`config.mk`:
```
export PLATFORM = sky130hd
export DESIGN_NAME = rmsp_top
export DESIGN_NICKNAME = d
export VERILOG_FILES = /design/src/logic/rmsp_pkg.sv /design/src/logic/rmsp_fe_if.sv /design/src/logic/rmsp_top.sv /design/src/logic/rmsp_frontend.sv
export SDC_FILE = /design/constraint.sdc
export NUM_CORES = 1
export LEC_CHECK = 0
export BUFFER_PORTS_ARGS = -buffer_cell sky130_fd_sc_hd__buf_2
export CORE_MARGIN = 2
export CORE_UTILIZATION = 50
export CTS_CLUSTER_DIAMETER = 80
export DETAILED_ROUTE_END_ITERATION = 8
export PLACE_DENSITY = 0.69
export RECOVER_POWER = 50
export SLEW_MARGIN = 5
export SYNTH_ARGS = -nofsm -noshare
export SYNTH_HDL_FRONTEND = slang
export SYNTH_HIERARCHICAL = 1
export SYNTH_SLANG_ARGS = --single-unit
```
`constraint.sdc`:
```
create_clock -name clk -period 3.4 [get_ports clk]
set_input_delay 0.51 -clock clk [delete_from_list [all_inputs] [get_ports clk]]
set_output_delay 0.51 -clock clk [all_outputs]
set_load 0.005 [all_outputs]
```
`src/logic/rmsp_pkg.sv`:
```
package rmsp_pkg;
   // ==========================================
   // Register indices; offsets count 32-bit words, so the byte address is four times these
   localparam logic [11:0] IDX_TX_PREAMBLE_COUNT = 12'h102;
   localparam logic [11:0] IDX_SYNC_PATTERN_LOW = 12'h10c;
   localparam logic [11:0] IDX_SYNC_PATTERN_MID = 12'h10d;
   localparam logic [11:0] IDX_SYNC_PATTERN_HIGH = 12'h10e;
   localparam logic [11:0] IDX_SYNC_MATCH_SETUP = 12'h10f;
   localparam logic [11:0] IDX_RADIO_MODE_SELECT = 12'h13e;
   localparam logic [11:0] IDX_TX_FREQ_DEVIATION = 12'h304;
   localparam logic [11:0] IDX_DISCRIMINATOR_BW = 12'h305;
   localparam logic [11:0] IDX_TX_SHAPING_FILTER = 12'h306;
   localparam logic [11:0] IDX_DATA_RATE_UPPER = 12'h30e;
   localparam logic [11:0] IDX_DATA_RATE_LOWER = 12'h30f;
   localparam logic [11:0] IDX_PIN_FUNCTION_SETUP = 12'h32c;
   localparam logic [11:0] IDX_SYNTH_LOCK_TIMING = 12'h335;
   localparam logic [11:0] IDX_DIGITAL_IF_FILTER = 12'h389;
   localparam logic [11:0] IDX_POST_DEMOD_BW = 12'h38b;
   localparam logic [11:0] IDX_RX_FRONTEND_SETUP = 12'h39b;
   localparam logic [11:0] IDX_GAIN_LOCK_SETUP = 12'h3b2;
   localparam logic [11:0] IDX_GAIN_CEILING = 12'h3b4;
   localparam logic [11:0] IDX_GAIN_SETUP_TWO = 12'h3b6;
   localparam logic [11:0] IDX_GAIN_SETUP_THREE = 12'h3b7;
   localparam logic [11:0] IDX_GAIN_SETUP_FOUR = 12'h3b8;
   localparam logic [11:0] IDX_GAIN_SETUP_SIX = 12'h3ba;
   localparam logic [11:0] IDX_GAIN_SETUP_SEVEN = 12'h3bc;
   localparam logic [11:0] IDX_OFFSET_LOOP_SETUP_A = 12'h3bf;
   localparam logic [11:0] IDX_OFFSET_LOOP_SETUP_B = 12'h3c4;
   localparam logic [11:0] IDX_OFFSET_LOOP_BW_ZERO = 12'h3d2;
   localparam logic [11:0] IDX_OFFSET_LOOP_BW_ONE = 12'h3d3;
   localparam logic [11:0] IDX_OFFSET_LOOP_BW_TWO = 12'h3d4;
   localparam logic [11:0] IDX_OFFSET_LOOP_BW_THREE = 12'h3d5;
   localparam logic [11:0] IDX_OFFSET_LOOP_BW_FOUR = 12'h3d6;
   localparam logic [11:0] IDX_OFFSET_LOOP_BW_SELECT = 12'h3d7;
   localparam logic [11:0] IDX_OFFSET_LOOP_BW_THIRTEEN = 12'h3e0;
   localparam logic [11:0] IDX_PREAMBLE_CHECK_COUNT = 12'h3f3;
   localparam logic [11:0] IDX_FREQ_CORR_SETUP = 12'h3f7;
   localparam logic [11:0] IDX_FREQ_CORR_GAINS = 12'h3f8;
   localparam logic [11:0] IDX_FREQ_CORR_SPAN = 12'h3f9;
   // Own registers: front-end control and radio status
   localparam logic [11:0] IDX_FRONTEND_CTRL = 12'h400;
   localparam logic [11:0] IDX_RADIO_STATUS = 12'h401;
   localparam int NUM_CFG = 36;

   // ==========================================
   // Field positions and values
   localparam int LNA_SEL_LSB = 4;
   localparam logic [2:0] LNA_SEL_PORT1 = 3'h0;
   localparam logic [2:0] LNA_SEL_PORT2 = 3'h1;
   localparam logic [7:0] RX_FRONTEND_RESET = 8'h10;
   localparam logic [7:0] PREAMBLE_CHECK_RESET = 8'h05;
   localparam logic [7:0] MODE_FSK_PACKET = 8'h04;
   localparam logic [7:0] MODE_FSK_STREAM = 8'h03;
   localparam logic [7:0] FREQ_CORR_ENABLE = 8'h07;
   localparam int TXEN_EN_BIT = 0;
   localparam int RXEN_EN_BIT = 1;

   // ==========================================
   // Radio state supplied by the radio controller
   typedef enum logic [1:0] {
      RMSP_ST_SLEEP = 2'h0,
      RMSP_ST_IDLE = 2'h1,
      RMSP_ST_RX = 2'h2,
      RMSP_ST_TX = 2'h3
   } rmsp_radio_state_t;

   typedef enum logic [1:0] {
      RMSP_OP_IEEE = 2'h0,
      RMSP_OP_FSK_PACKET = 2'h1,
      RMSP_OP_FSK_STREAM = 2'h2
   } rmsp_op_mode_t;
endpackage

```
`src/logic/rmsp_fe_if.sv`:
```
`timescale 1ns/1ps
interface rmsp_fe_if;
   logic [1:0] radio_state;
   logic txen_en;
   logic rxen_en;
   logic [2:0] lna_sel;
   logic tx_pin_o;
   logic tx_pin_oe;
   logic rx_pin_o;
   logic rx_pin_oe;
   logic port1_active;
   logic port2_active;
   modport ctrl (output radio_state, txen_en, rxen_en, lna_sel,
      input tx_pin_o, tx_pin_oe, rx_pin_o, rx_pin_oe, port1_active, port2_active);
   modport fe (input radio_state, txen_en, rxen_en, lna_sel,
      output tx_pin_o, tx_pin_oe, rx_pin_o, rx_pin_oe, port1_active, port2_active);
endinterface

```
`src/logic/rmsp_top.sv`:
```
// The APB register port was left to the implementer.
`timescale 1ns/1ps
module rmsp_top (
   input wire logic clk,
   input wire logic reset,
   input wire logic psel,
   input wire logic penable,
   input wire logic pwrite,
   input wire logic [13:0] paddr,
   input wire logic [31:0] pwdata,
   output logic [31:0] prdata,
   output logic pready,
   output logic pslverr,
   input wire logic [1:0] radio_state,
   input wire logic radio_reset_command,
   output logic [1:0] op_mode,
   output logic freq_corr_enable,
   output logic [7:0] synth_lock_time,
   output logic [15:0] data_rate,
   output logic [23:0] sync_pattern,
   output logic [4:0] sync_length,
   output logic [1:0] sync_tolerance,
   output logic [3:0] rx_baseband_analog_bw,
   output logic tx_frontend_enable_pin_o,
   output logic tx_frontend_enable_pin_oe,
   output logic rx_frontend_enable_pin_o,
   output logic rx_frontend_enable_pin_oe,
   output logic rf_port1_active,
   output logic rf_port2_active
);
   // ==========================================
   // Address map table
   localparam logic [11:0] CFG_ADDR [rmsp_pkg::NUM_CFG] = '{
      rmsp_pkg::IDX_TX_PREAMBLE_COUNT, rmsp_pkg::IDX_SYNC_PATTERN_LOW,
      rmsp_pkg::IDX_SYNC_PATTERN_MID, rmsp_pkg::IDX_SYNC_PATTERN_HIGH,
      rmsp_pkg::IDX_SYNC_MATCH_SETUP, rmsp_pkg::IDX_RADIO_MODE_SELECT,
      rmsp_pkg::IDX_TX_FREQ_DEVIATION, rmsp_pkg::IDX_DISCRIMINATOR_BW,
      rmsp_pkg::IDX_TX_SHAPING_FILTER, rmsp_pkg::IDX_DATA_RATE_UPPER,
      rmsp_pkg::IDX_DATA_RATE_LOWER, rmsp_pkg::IDX_PIN_FUNCTION_SETUP,
      rmsp_pkg::IDX_SYNTH_LOCK_TIMING, rmsp_pkg::IDX_DIGITAL_IF_FILTER,
      rmsp_pkg::IDX_POST_DEMOD_BW, rmsp_pkg::IDX_RX_FRONTEND_SETUP,
      rmsp_pkg::IDX_GAIN_LOCK_SETUP, rmsp_pkg::IDX_GAIN_CEILING,
      rmsp_pkg::IDX_GAIN_SETUP_TWO, rmsp_pkg::IDX_GAIN_SETUP_THREE,
      rmsp_pkg::IDX_GAIN_SETUP_FOUR, rmsp_pkg::IDX_GAIN_SETUP_SIX,
      rmsp_pkg::IDX_GAIN_SETUP_SEVEN, rmsp_pkg::IDX_OFFSET_LOOP_SETUP_A,
      rmsp_pkg::IDX_OFFSET_LOOP_SETUP_B, rmsp_pkg::IDX_OFFSET_LOOP_BW_ZERO,
      rmsp_pkg::IDX_OFFSET_LOOP_BW_ONE, rmsp_pkg::IDX_OFFSET_LOOP_BW_TWO,
      rmsp_pkg::IDX_OFFSET_LOOP_BW_THREE, rmsp_pkg::IDX_OFFSET_LOOP_BW_FOUR,
      rmsp_pkg::IDX_OFFSET_LOOP_BW_SELECT, rmsp_pkg::IDX_OFFSET_LOOP_BW_THIRTEEN,
      rmsp_pkg::IDX_PREAMBLE_CHECK_COUNT, rmsp_pkg::IDX_FREQ_CORR_SETUP,
      rmsp_pkg::IDX_FREQ_CORR_GAINS, rmsp_pkg::IDX_FREQ_CORR_SPAN};

   localparam int I_SYNC0 = 1;
   localparam int I_SYNC1 = 2;
   localparam int I_SYNC2 = 3;
   localparam int I_SYNC_SETUP = 4;
   localparam int I_MODE = 5;
   localparam int I_DR_HI = 9;
   localparam int I_DR_LO = 10;
   localparam int I_SYNTH = 12;
   localparam int I_RXFE = 15;
   localparam int I_PRE_CHECK = 32;
   localparam int I_FC_SETUP = 33;

   // ==========================================
   // State
   typedef struct packed {
      logic [rmsp_pkg::NUM_CFG-1:0][7:0] cfg;
      logic [1:0] fe_ctrl;
      logic [1:0] op_mode;
      logic [31:0] rdata;
   } rmsp_top_state_t;

   rmsp_top_state_t s_q;
   rmsp_top_state_t s_d;

   rmsp_fe_if fe_bus ();

   logic [11:0] word_idx;
   logic setup_hit;
   logic access_wr;

   assign word_idx = paddr[13:2];
   assign setup_hit = psel && !penable;
   assign access_wr = psel && penable && pwrite;

   always_comb begin
      s_d = s_q;
      // Read data is captured in the setup cycle so the access phase always ends in one cycle
      if (setup_hit) begin
         s_d.rdata = '0;
         if (word_idx == rmsp_pkg::IDX_FRONTEND_CTRL) begin
            s_d.rdata = {30'h0, s_q.fe_ctrl};
         end else if (word_idx == rmsp_pkg::IDX_RADIO_STATUS) begin
            s_d.rdata = {24'h0, rf_port2_active, rf_port1_active, s_q.op_mode, 2'h0, radio_state};
         end else begin
            for (int i = 0; i < rmsp_pkg::NUM_CFG; i++) begin
               if (word_idx == CFG_ADDR[i]) begin
                  s_d.rdata = {24'h0, s_q.cfg[i]};
               end
            end
         end
      end
      if (access_wr) begin
         if (word_idx == rmsp_pkg::IDX_FRONTEND_CTRL) begin
            s_d.fe_ctrl = pwdata[1:0];
         end else begin
            for (int i = 0; i < rmsp_pkg::NUM_CFG; i++) begin
               if (word_idx == CFG_ADDR[i]) begin
                  s_d.cfg[i] = pwdata[7:0];
               end
            end
         end
      end
      // Mode select writes of the packet or stream value take hold on the next clock; the radio reset command forces IEEE mode and wins
      if (radio_reset_command) begin
         s_d.op_mode = rmsp_pkg::RMSP_OP_IEEE;
      end else if (access_wr && word_idx == rmsp_pkg::IDX_RADIO_MODE_SELECT) begin
         if (pwdata[7:0] == rmsp_pkg::MODE_FSK_PACKET) begin
            s_d.op_mode = rmsp_pkg::RMSP_OP_FSK_PACKET;
         end else if (pwdata[7:0] == rmsp_pkg::MODE_FSK_STREAM) begin
            s_d.op_mode = rmsp_pkg::RMSP_OP_FSK_STREAM;
         end
      end
   end

   always_ff @(posedge clk) begin
      if (reset) begin
         s_q.cfg <= '0;
         s_q.cfg[I_RXFE] <= rmsp_pkg::RX_FRONTEND_RESET;
         s_q.cfg[I_PRE_CHECK] <= rmsp_pkg::PREAMBLE_CHECK_RESET;
         s_q.fe_ctrl <= 2'h0;
         s_q.op_mode <= rmsp_pkg::RMSP_OP_IEEE;
         s_q.rdata <= 32'h0;
      end else begin
         s_q <= s_d;
      end
   end

   // ==========================================
   // APB answer: zero wait states, unmapped reads give zero
   assign pready = 1'b1;
   assign pslverr = 1'b0;
   assign prdata = s_q.rdata;

   // ==========================================
   // Configuration outputs
   assign op_mode = s_q.op_mode;
   assign freq_corr_enable = (s_q.cfg[I_FC_SETUP] == rmsp_pkg::FREQ_CORR_ENABLE);
   assign synth_lock_time = s_q.cfg[I_SYNTH];
   assign data_rate = {s_q.cfg[I_DR_HI], s_q.cfg[I_DR_LO]};
   assign sync_pattern = {s_q.cfg[I_SYNC2], s_q.cfg[I_SYNC1], s_q.cfg[I_SYNC0]};
   assign sync_length = s_q.cfg[I_SYNC_SETUP][4:0];
   assign sync_tolerance = s_q.cfg[I_SYNC_SETUP][6:5];
   assign rx_baseband_analog_bw = s_q.cfg[I_RXFE][3:0];

   // ==========================================
   // Front end
   assign fe_bus.radio_state = radio_state;
   assign fe_bus.txen_en = s_q.fe_ctrl[rmsp_pkg::TXEN_EN_BIT];
   assign fe_bus.rxen_en = s_q.fe_ctrl[rmsp_pkg::RXEN_EN_BIT];
   assign fe_bus.lna_sel = s_q.cfg[I_RXFE][rmsp_pkg::LNA_SEL_LSB +: 3];

   rmsp_frontend u_fe (
      .clk(clk),
      .reset(reset),
      .fe(fe_bus.fe)
   );

   assign tx_frontend_enable_pin_o = fe_bus.tx_pin_o;
   assign tx_frontend_enable_pin_oe = fe_bus.tx_pin_oe;
   assign rx_frontend_enable_pin_o = fe_bus.rx_pin_o;
   assign rx_frontend_enable_pin_oe = fe_bus.rx_pin_oe;
   assign rf_port1_active = fe_bus.port1_active;
   assign rf_port2_active = fe_bus.port2_active;
endmodule // rmsp_top

```
`src/logic/rmsp_frontend.sv`:
```
`timescale 1ns/1ps
module rmsp_frontend (
   input wire logic clk,
   input wire logic reset,
   rmsp_fe_if.fe fe
);
   typedef struct packed {
      logic tx_o;
      logic tx_oe;
      logic rx_o;
      logic rx_oe;
      logic p1;
      logic p2;
   } rmsp_fe_state_t;

   rmsp_fe_state_t s_q;
   rmsp_fe_state_t s_d;

   always_comb begin
      s_d = '0;
      // Sleep leaves both pins undriven; board pull-downs define the level
      if (fe.radio_state != rmsp_pkg::RMSP_ST_SLEEP) begin
         s_d.tx_oe = 1'b1;
         s_d.rx_oe = 1'b1;
      end
      s_d.tx_o = fe.txen_en && (fe.radio_state == rmsp_pkg::RMSP_ST_TX);
      s_d.rx_o = fe.rxen_en && (fe.radio_state == rmsp_pkg::RMSP_ST_RX);
      // Transmit always uses port 2; receive port follows the select field
      if (fe.radio_state == rmsp_pkg::RMSP_ST_TX) begin
         s_d.p2 = 1'b1;
      end else if (fe.radio_state == rmsp_pkg::RMSP_ST_RX) begin
         if (fe.lna_sel == rmsp_pkg::LNA_SEL_PORT1) begin
            s_d.p1 = 1'b1;
         end else begin
            s_d.p2 = 1'b1;
         end
      end
   end

   always_ff @(posedge clk) begin
      if (reset) begin
         s_q <= '0;
      end else begin
         s_q <= s_d;
      end
   end

   assign fe.tx_pin_o = s_q.tx_o;
   assign fe.tx_pin_oe = s_q.tx_oe;
   assign fe.rx_pin_o = s_q.rx_o;
   assign fe.rx_pin_oe = s_q.rx_oe;
   assign fe.port1_active = s_q.p1;
   assign fe.port2_active = s_q.p2;
endmodule // rmsp_frontend

```
==> results summary <==
The number of cells traversed by the worst hold path came out at 2. For hold timing, the worst endpoint is op_mode[1]$_SDFFE_PP0P_. 0 antenna diodes ended up in the layout. The max-cap check violation count came out at 1. The total length of routed wires came out at 54.9 mm. The worst path arrival time came out at approximately 3.4 ns. The instance count of the mapped netlist is 1861. The number of H-tree levels came out at 2. The clock insertion delay at the later pin of the skew report came out at roughly 0.52 ns. Fill cells in the final layout number between 2000 and 3000. The total routing resource utilization after global routing is between 30% and 40%. STA classifies the critical path endpoint as a flop. The path class of the tightest hold or removal check is input pin to flop. The count of routing violations after the opening detailed-route iteration is ~1600. The via count of the first global-routing pass came out at ~13000. The synthesized area is around 15000 um^2.

The initial antenna violation count is 0. In this run the most critical hold path is launched from radio_reset_command. The setup path with the least slack is of type input pin to flop. The routed length per instance came out at between 20 and 25 um. The minimum period implied by the final worst setup slack came out at around 3.0 ns.

The largest buffer count on any clock path is 3. The register-to-register setup slack is ~0.63 ns. STA classifies the critical path startpoint as an input pin. The chip height came out at about 180 um. The number of setup buffers added after CTS is 0.

The maximum number of pins on one net before global-route repair came out at ~160. The core region is about 30000 um^2. The run finished, with violations left. The congestion estimate from routability-driven global placement came to a little over 1. Yosys attributes the largest share of cell area to dfxtp_1 (40%), nand2_1 (7.8%), mux2i_1 (7.4%), a21oi_1 (6.8%), buf_4 (4.9%). The count of endpoints failing hold in the final timing report came out at 0. The count of final setup violators came out at 0. After routing, the total negative slack on setup checks comes to 0 ns.

The sum of net half-perimeters after detailed placement came out at 37.5 mm. TritonCTS built the clock tree. The max-slew violation count came to 149. The cell sitting at the root of the clock tree is a clkbuf_16. The static power due to leakage is 6.51 nW. The area enclosed by the die boundary is roughly 32000 um^2.

Of all flip-flops after synthesis, the portion carrying an async set or reset was 0%. The power density normalized to cell area came out at ~460 nW/um^2. In the final layout, the share of cells above drive strength 1 is ~15%. The transition time of the tightest slew-check pin is 1.72 ns. The die outline width is around 180 um. Of all cell types, the one taking the most synthesized area is dfxtp_1. The TritonCTS buffer count is 35.

Setup repair after global routing left no endpoint under its margin. The fraction of the yosys area taken by sequential cells is between 40 and 50%. Row generation in the floorplan step produced between 60 and 70 rows. The worst-case reg-to-reg path depth is 7. The via total after detailed routing came out at 14600. The CTS clock-pin slew for the worst setup and hold paths is 0.06 ns.

The largest driver fanout on the critical path came out at 25. The clock sink total is slightly above 300. The final reports fail on capacitance limit, slew limit. The count of buffers from port buffering is just over 100.

The first-pass detailed-route iteration total is 7. The boundary pin count is approximately 160. The number of distinct library cell variants in the gate-level netlist after synthesis is roughly 80. The remaining antenna violation count is 0. In the synthesized netlist the dominant register cell turns out to be dfxtp_1. The area growth from synthesis to layout came out at 12.4%. The count of instances resized after the clock tree is built came out at 0. The fraction of synthesized cell area taken by the top area cell type came out at between 40% and 50%.

The DRC violation count after routing is 0. The initial standard-cell utilization of the core came out at between 50% and 60%. The average cell area after synthesis came out at 8.11 um^2. The net total in the final layout is between 1500 and 2000.

The remaining max-slew budget at the tightest pin came out at -14.5%. Between clock sinks in the finished design, the worst skew comes to just over 0.01 ns. The final worst-path cycle share came out at 89.2%. Once routing completed, OpenROAD measured the worst setup slack at 0.369 ns. The remaining global-route overflow came out at 0.

The largest vdd supply drop is approximately 0.00031 V. The setup slack at placement came out at between 0.05 and 0.06 ns. For this run, the number of Yosys warnings is 6. The launch point of the worst path is paddr[5].

The beginning of the worst register-to-register path is sync_length[4]$_SDFFE_PP0P_. Using the TritonRoute via totals, the vias-per-cell ratio works out to 6.28. The number of hold-repair buffers added at the cts stage is 0. The first-pass GRT wire length is between 80 and 90 mm.

For the worst setup path, the data required time is 3.76 ns. For this run, the top clock speed supported by timing is ~0.33 GHz. The worst reg2reg path endpoint is prdata[4]$_SDFFE_PP0P_. The number of flip-flops and latches in the synthesized netlist came out at around 310. Yosys mapped a number of flops with a built-in enable equal to 0.
-- cells in the mapped netlist (6+ instances only) --
| master | count |
|---|---|
| nand2_1 | 315 |
| dfxtp_1 | 305 |
| a21oi_1 | 204 |
| nor2_1 | 196 |
| mux2i_1 | 111 |
| buf_4 | 99 |
| nand3_1 | 93 |
| clkbuf_1 | 87 |
| nor3_1 | 28 |
| a22oi_1 | 23 |
| nor4_1 | 23 |
| buf_1 | 22 |
| buf_2 | 22 |
| a221oi_1 | 21 |
| a22o_1 | 20 |
| o21ai_0 | 18 |
| inv_1 | 15 |
| nand4_1 | 15 |
| nand2_2 | 13 |
| nand2b_1 | 13 |
| and3_1 | 10 |
| a2111oi_0 | 9 |
| a31oi_1 | 9 |
| a32oi_1 | 9 |
| a222oi_1 | 8 |
| o22ai_1 | 8 |
| and2_1 | 7 |
| o221ai_1 | 7 |
| a211oi_1 | 6 |
| nand4bb_1 | 6 |
| nor2b_1 | 6 |
-- cells in the final DEF, fill, tap and decap left out, types with 18 or more instances in the layout --
cell,instances
a22oi_1,23
mux2i_1,111
o21ai_0,18
a21oi_1,204
nor2_1,196
a22o_1,20
nand2_1,322
buf_2,63
nor3_1,28
nor4_1,19
clkbuf_16,37
a221oi_1,21
dfxtp_1,305
buf_4,113
conb_1,26
nand3_1,93
clkbuf_1,52
-- worst max-delay path, cell delays in order --
cell	delay [ns]
buf_2	0.43
or2_2	0.29
or4_1	0.15
nor2b_4	0.79
clkbuf_1	0.47
nand2_1	0.42
mux2i_1	0.26
nor2_1	0.05
-- flip-flops by register name, indices dropped and copies added (netlist names) --
signal and count:
s_q 226, sync_pattern 24, data_rate 16, prdata 8, synth_lock_time 8, sync_length 5, rx_baseband_analog_bw 4, fe_bus.lna_sel 3
op_mode 2, sync_tolerance 2, fe_bus.rxen_en 1, fe_bus.txen_en 1, u_fe/fe.port1_active 1, u_fe/fe.port2_active 1, u_fe/fe.rx_pin_o 1, u_fe/fe.rx_pin_oe 1
u_fe/fe.tx_pin_o 1
-- kinds of logic (layout without fill, tap and decap cells) --
family / count (synthesis) / after routing / share of synthesized area [%]
AND/OR/NAND/NOR: 797 / 797 / 25.5
AO/OA/AOI/OAI: 386 / 386 / 16.5
other: 2 / 26 / 0.0498
buffers and inverters: 251 / 301 / 9.14
flip-flops: 305 / 305 / 40.5
multiplexers: 120 / 120 / 8.41
-- through the flow --
step | hold slack [ns] | total power, mW | utilization (%) | cells | area [um^2]
6_report | 0.179 | 7.75 | 57.1 | 2325 | 17000
5_1_grt | 0.183 | 7.93 | 57.1 | 2325 | 17000
4_1_cts | 0.169 | 7.75 | 57.5 | 2325 | 17100
3_5_place_dp | 0.441 | 4.09 | 53.7 | 2267 | 16000
3_3_place_gp | 0.434 | 4.09 | 53.7 | 2267 | 16000
2_1_floorplan | 0.426 | 3.93 | - | 1885 | 15200
-- final cells by class --
class                      instances  area, um^2  share of cell area, %
tap                              390         488                   2.88
multi-input combinational       1329        7720                   45.5
clock buffer                      52        1030                   6.08
timing repair buffer             227        1480                   8.74
clock inverter                     6        80.1                  0.472
inverter                          16        60.1                  0.354
sequential                       305        6110                   36.0
-- power breakdown --
group          switching [mW]  total [mW]  internal [mW]
sequential            0.00301        3.58           3.58
clock                    1.49        3.73           2.24
combinational           0.335       0.445          0.110
-- routing by layer --
layer,vias to the layer above,wire length (um),GRT usage [%]
met5,-,0,0
met4,0,2480,15.0
met3,161,5910,5.93
met2,889,23800,51.1
met1,6995,22800,48.3
li1,6567,-,-
-- how the worst max path moves through the flow --
stage | cells after the start | slack [ns] | to
after floorplan | 10 | 0.54 | s_q[292]$_SDFFE_PP1P_
after global placement | 8 | 0.03 | prdata[4]$_SDFFE_PP0P_
after detailed placement | 8 | 0.06 | prdata[3]$_SDFFE_PP0P_
after CTS | 8 | 0.52 | prdata[3]$_SDFFE_PP0P_
after global routing | 8 | 0.26 | s_q[312]$_SDFFE_PP0P_
final | 8 | 0.37 | s_q[321]$_SDFFE_PP0P_
Note: power is estimated with default switching activity, not from simulation.
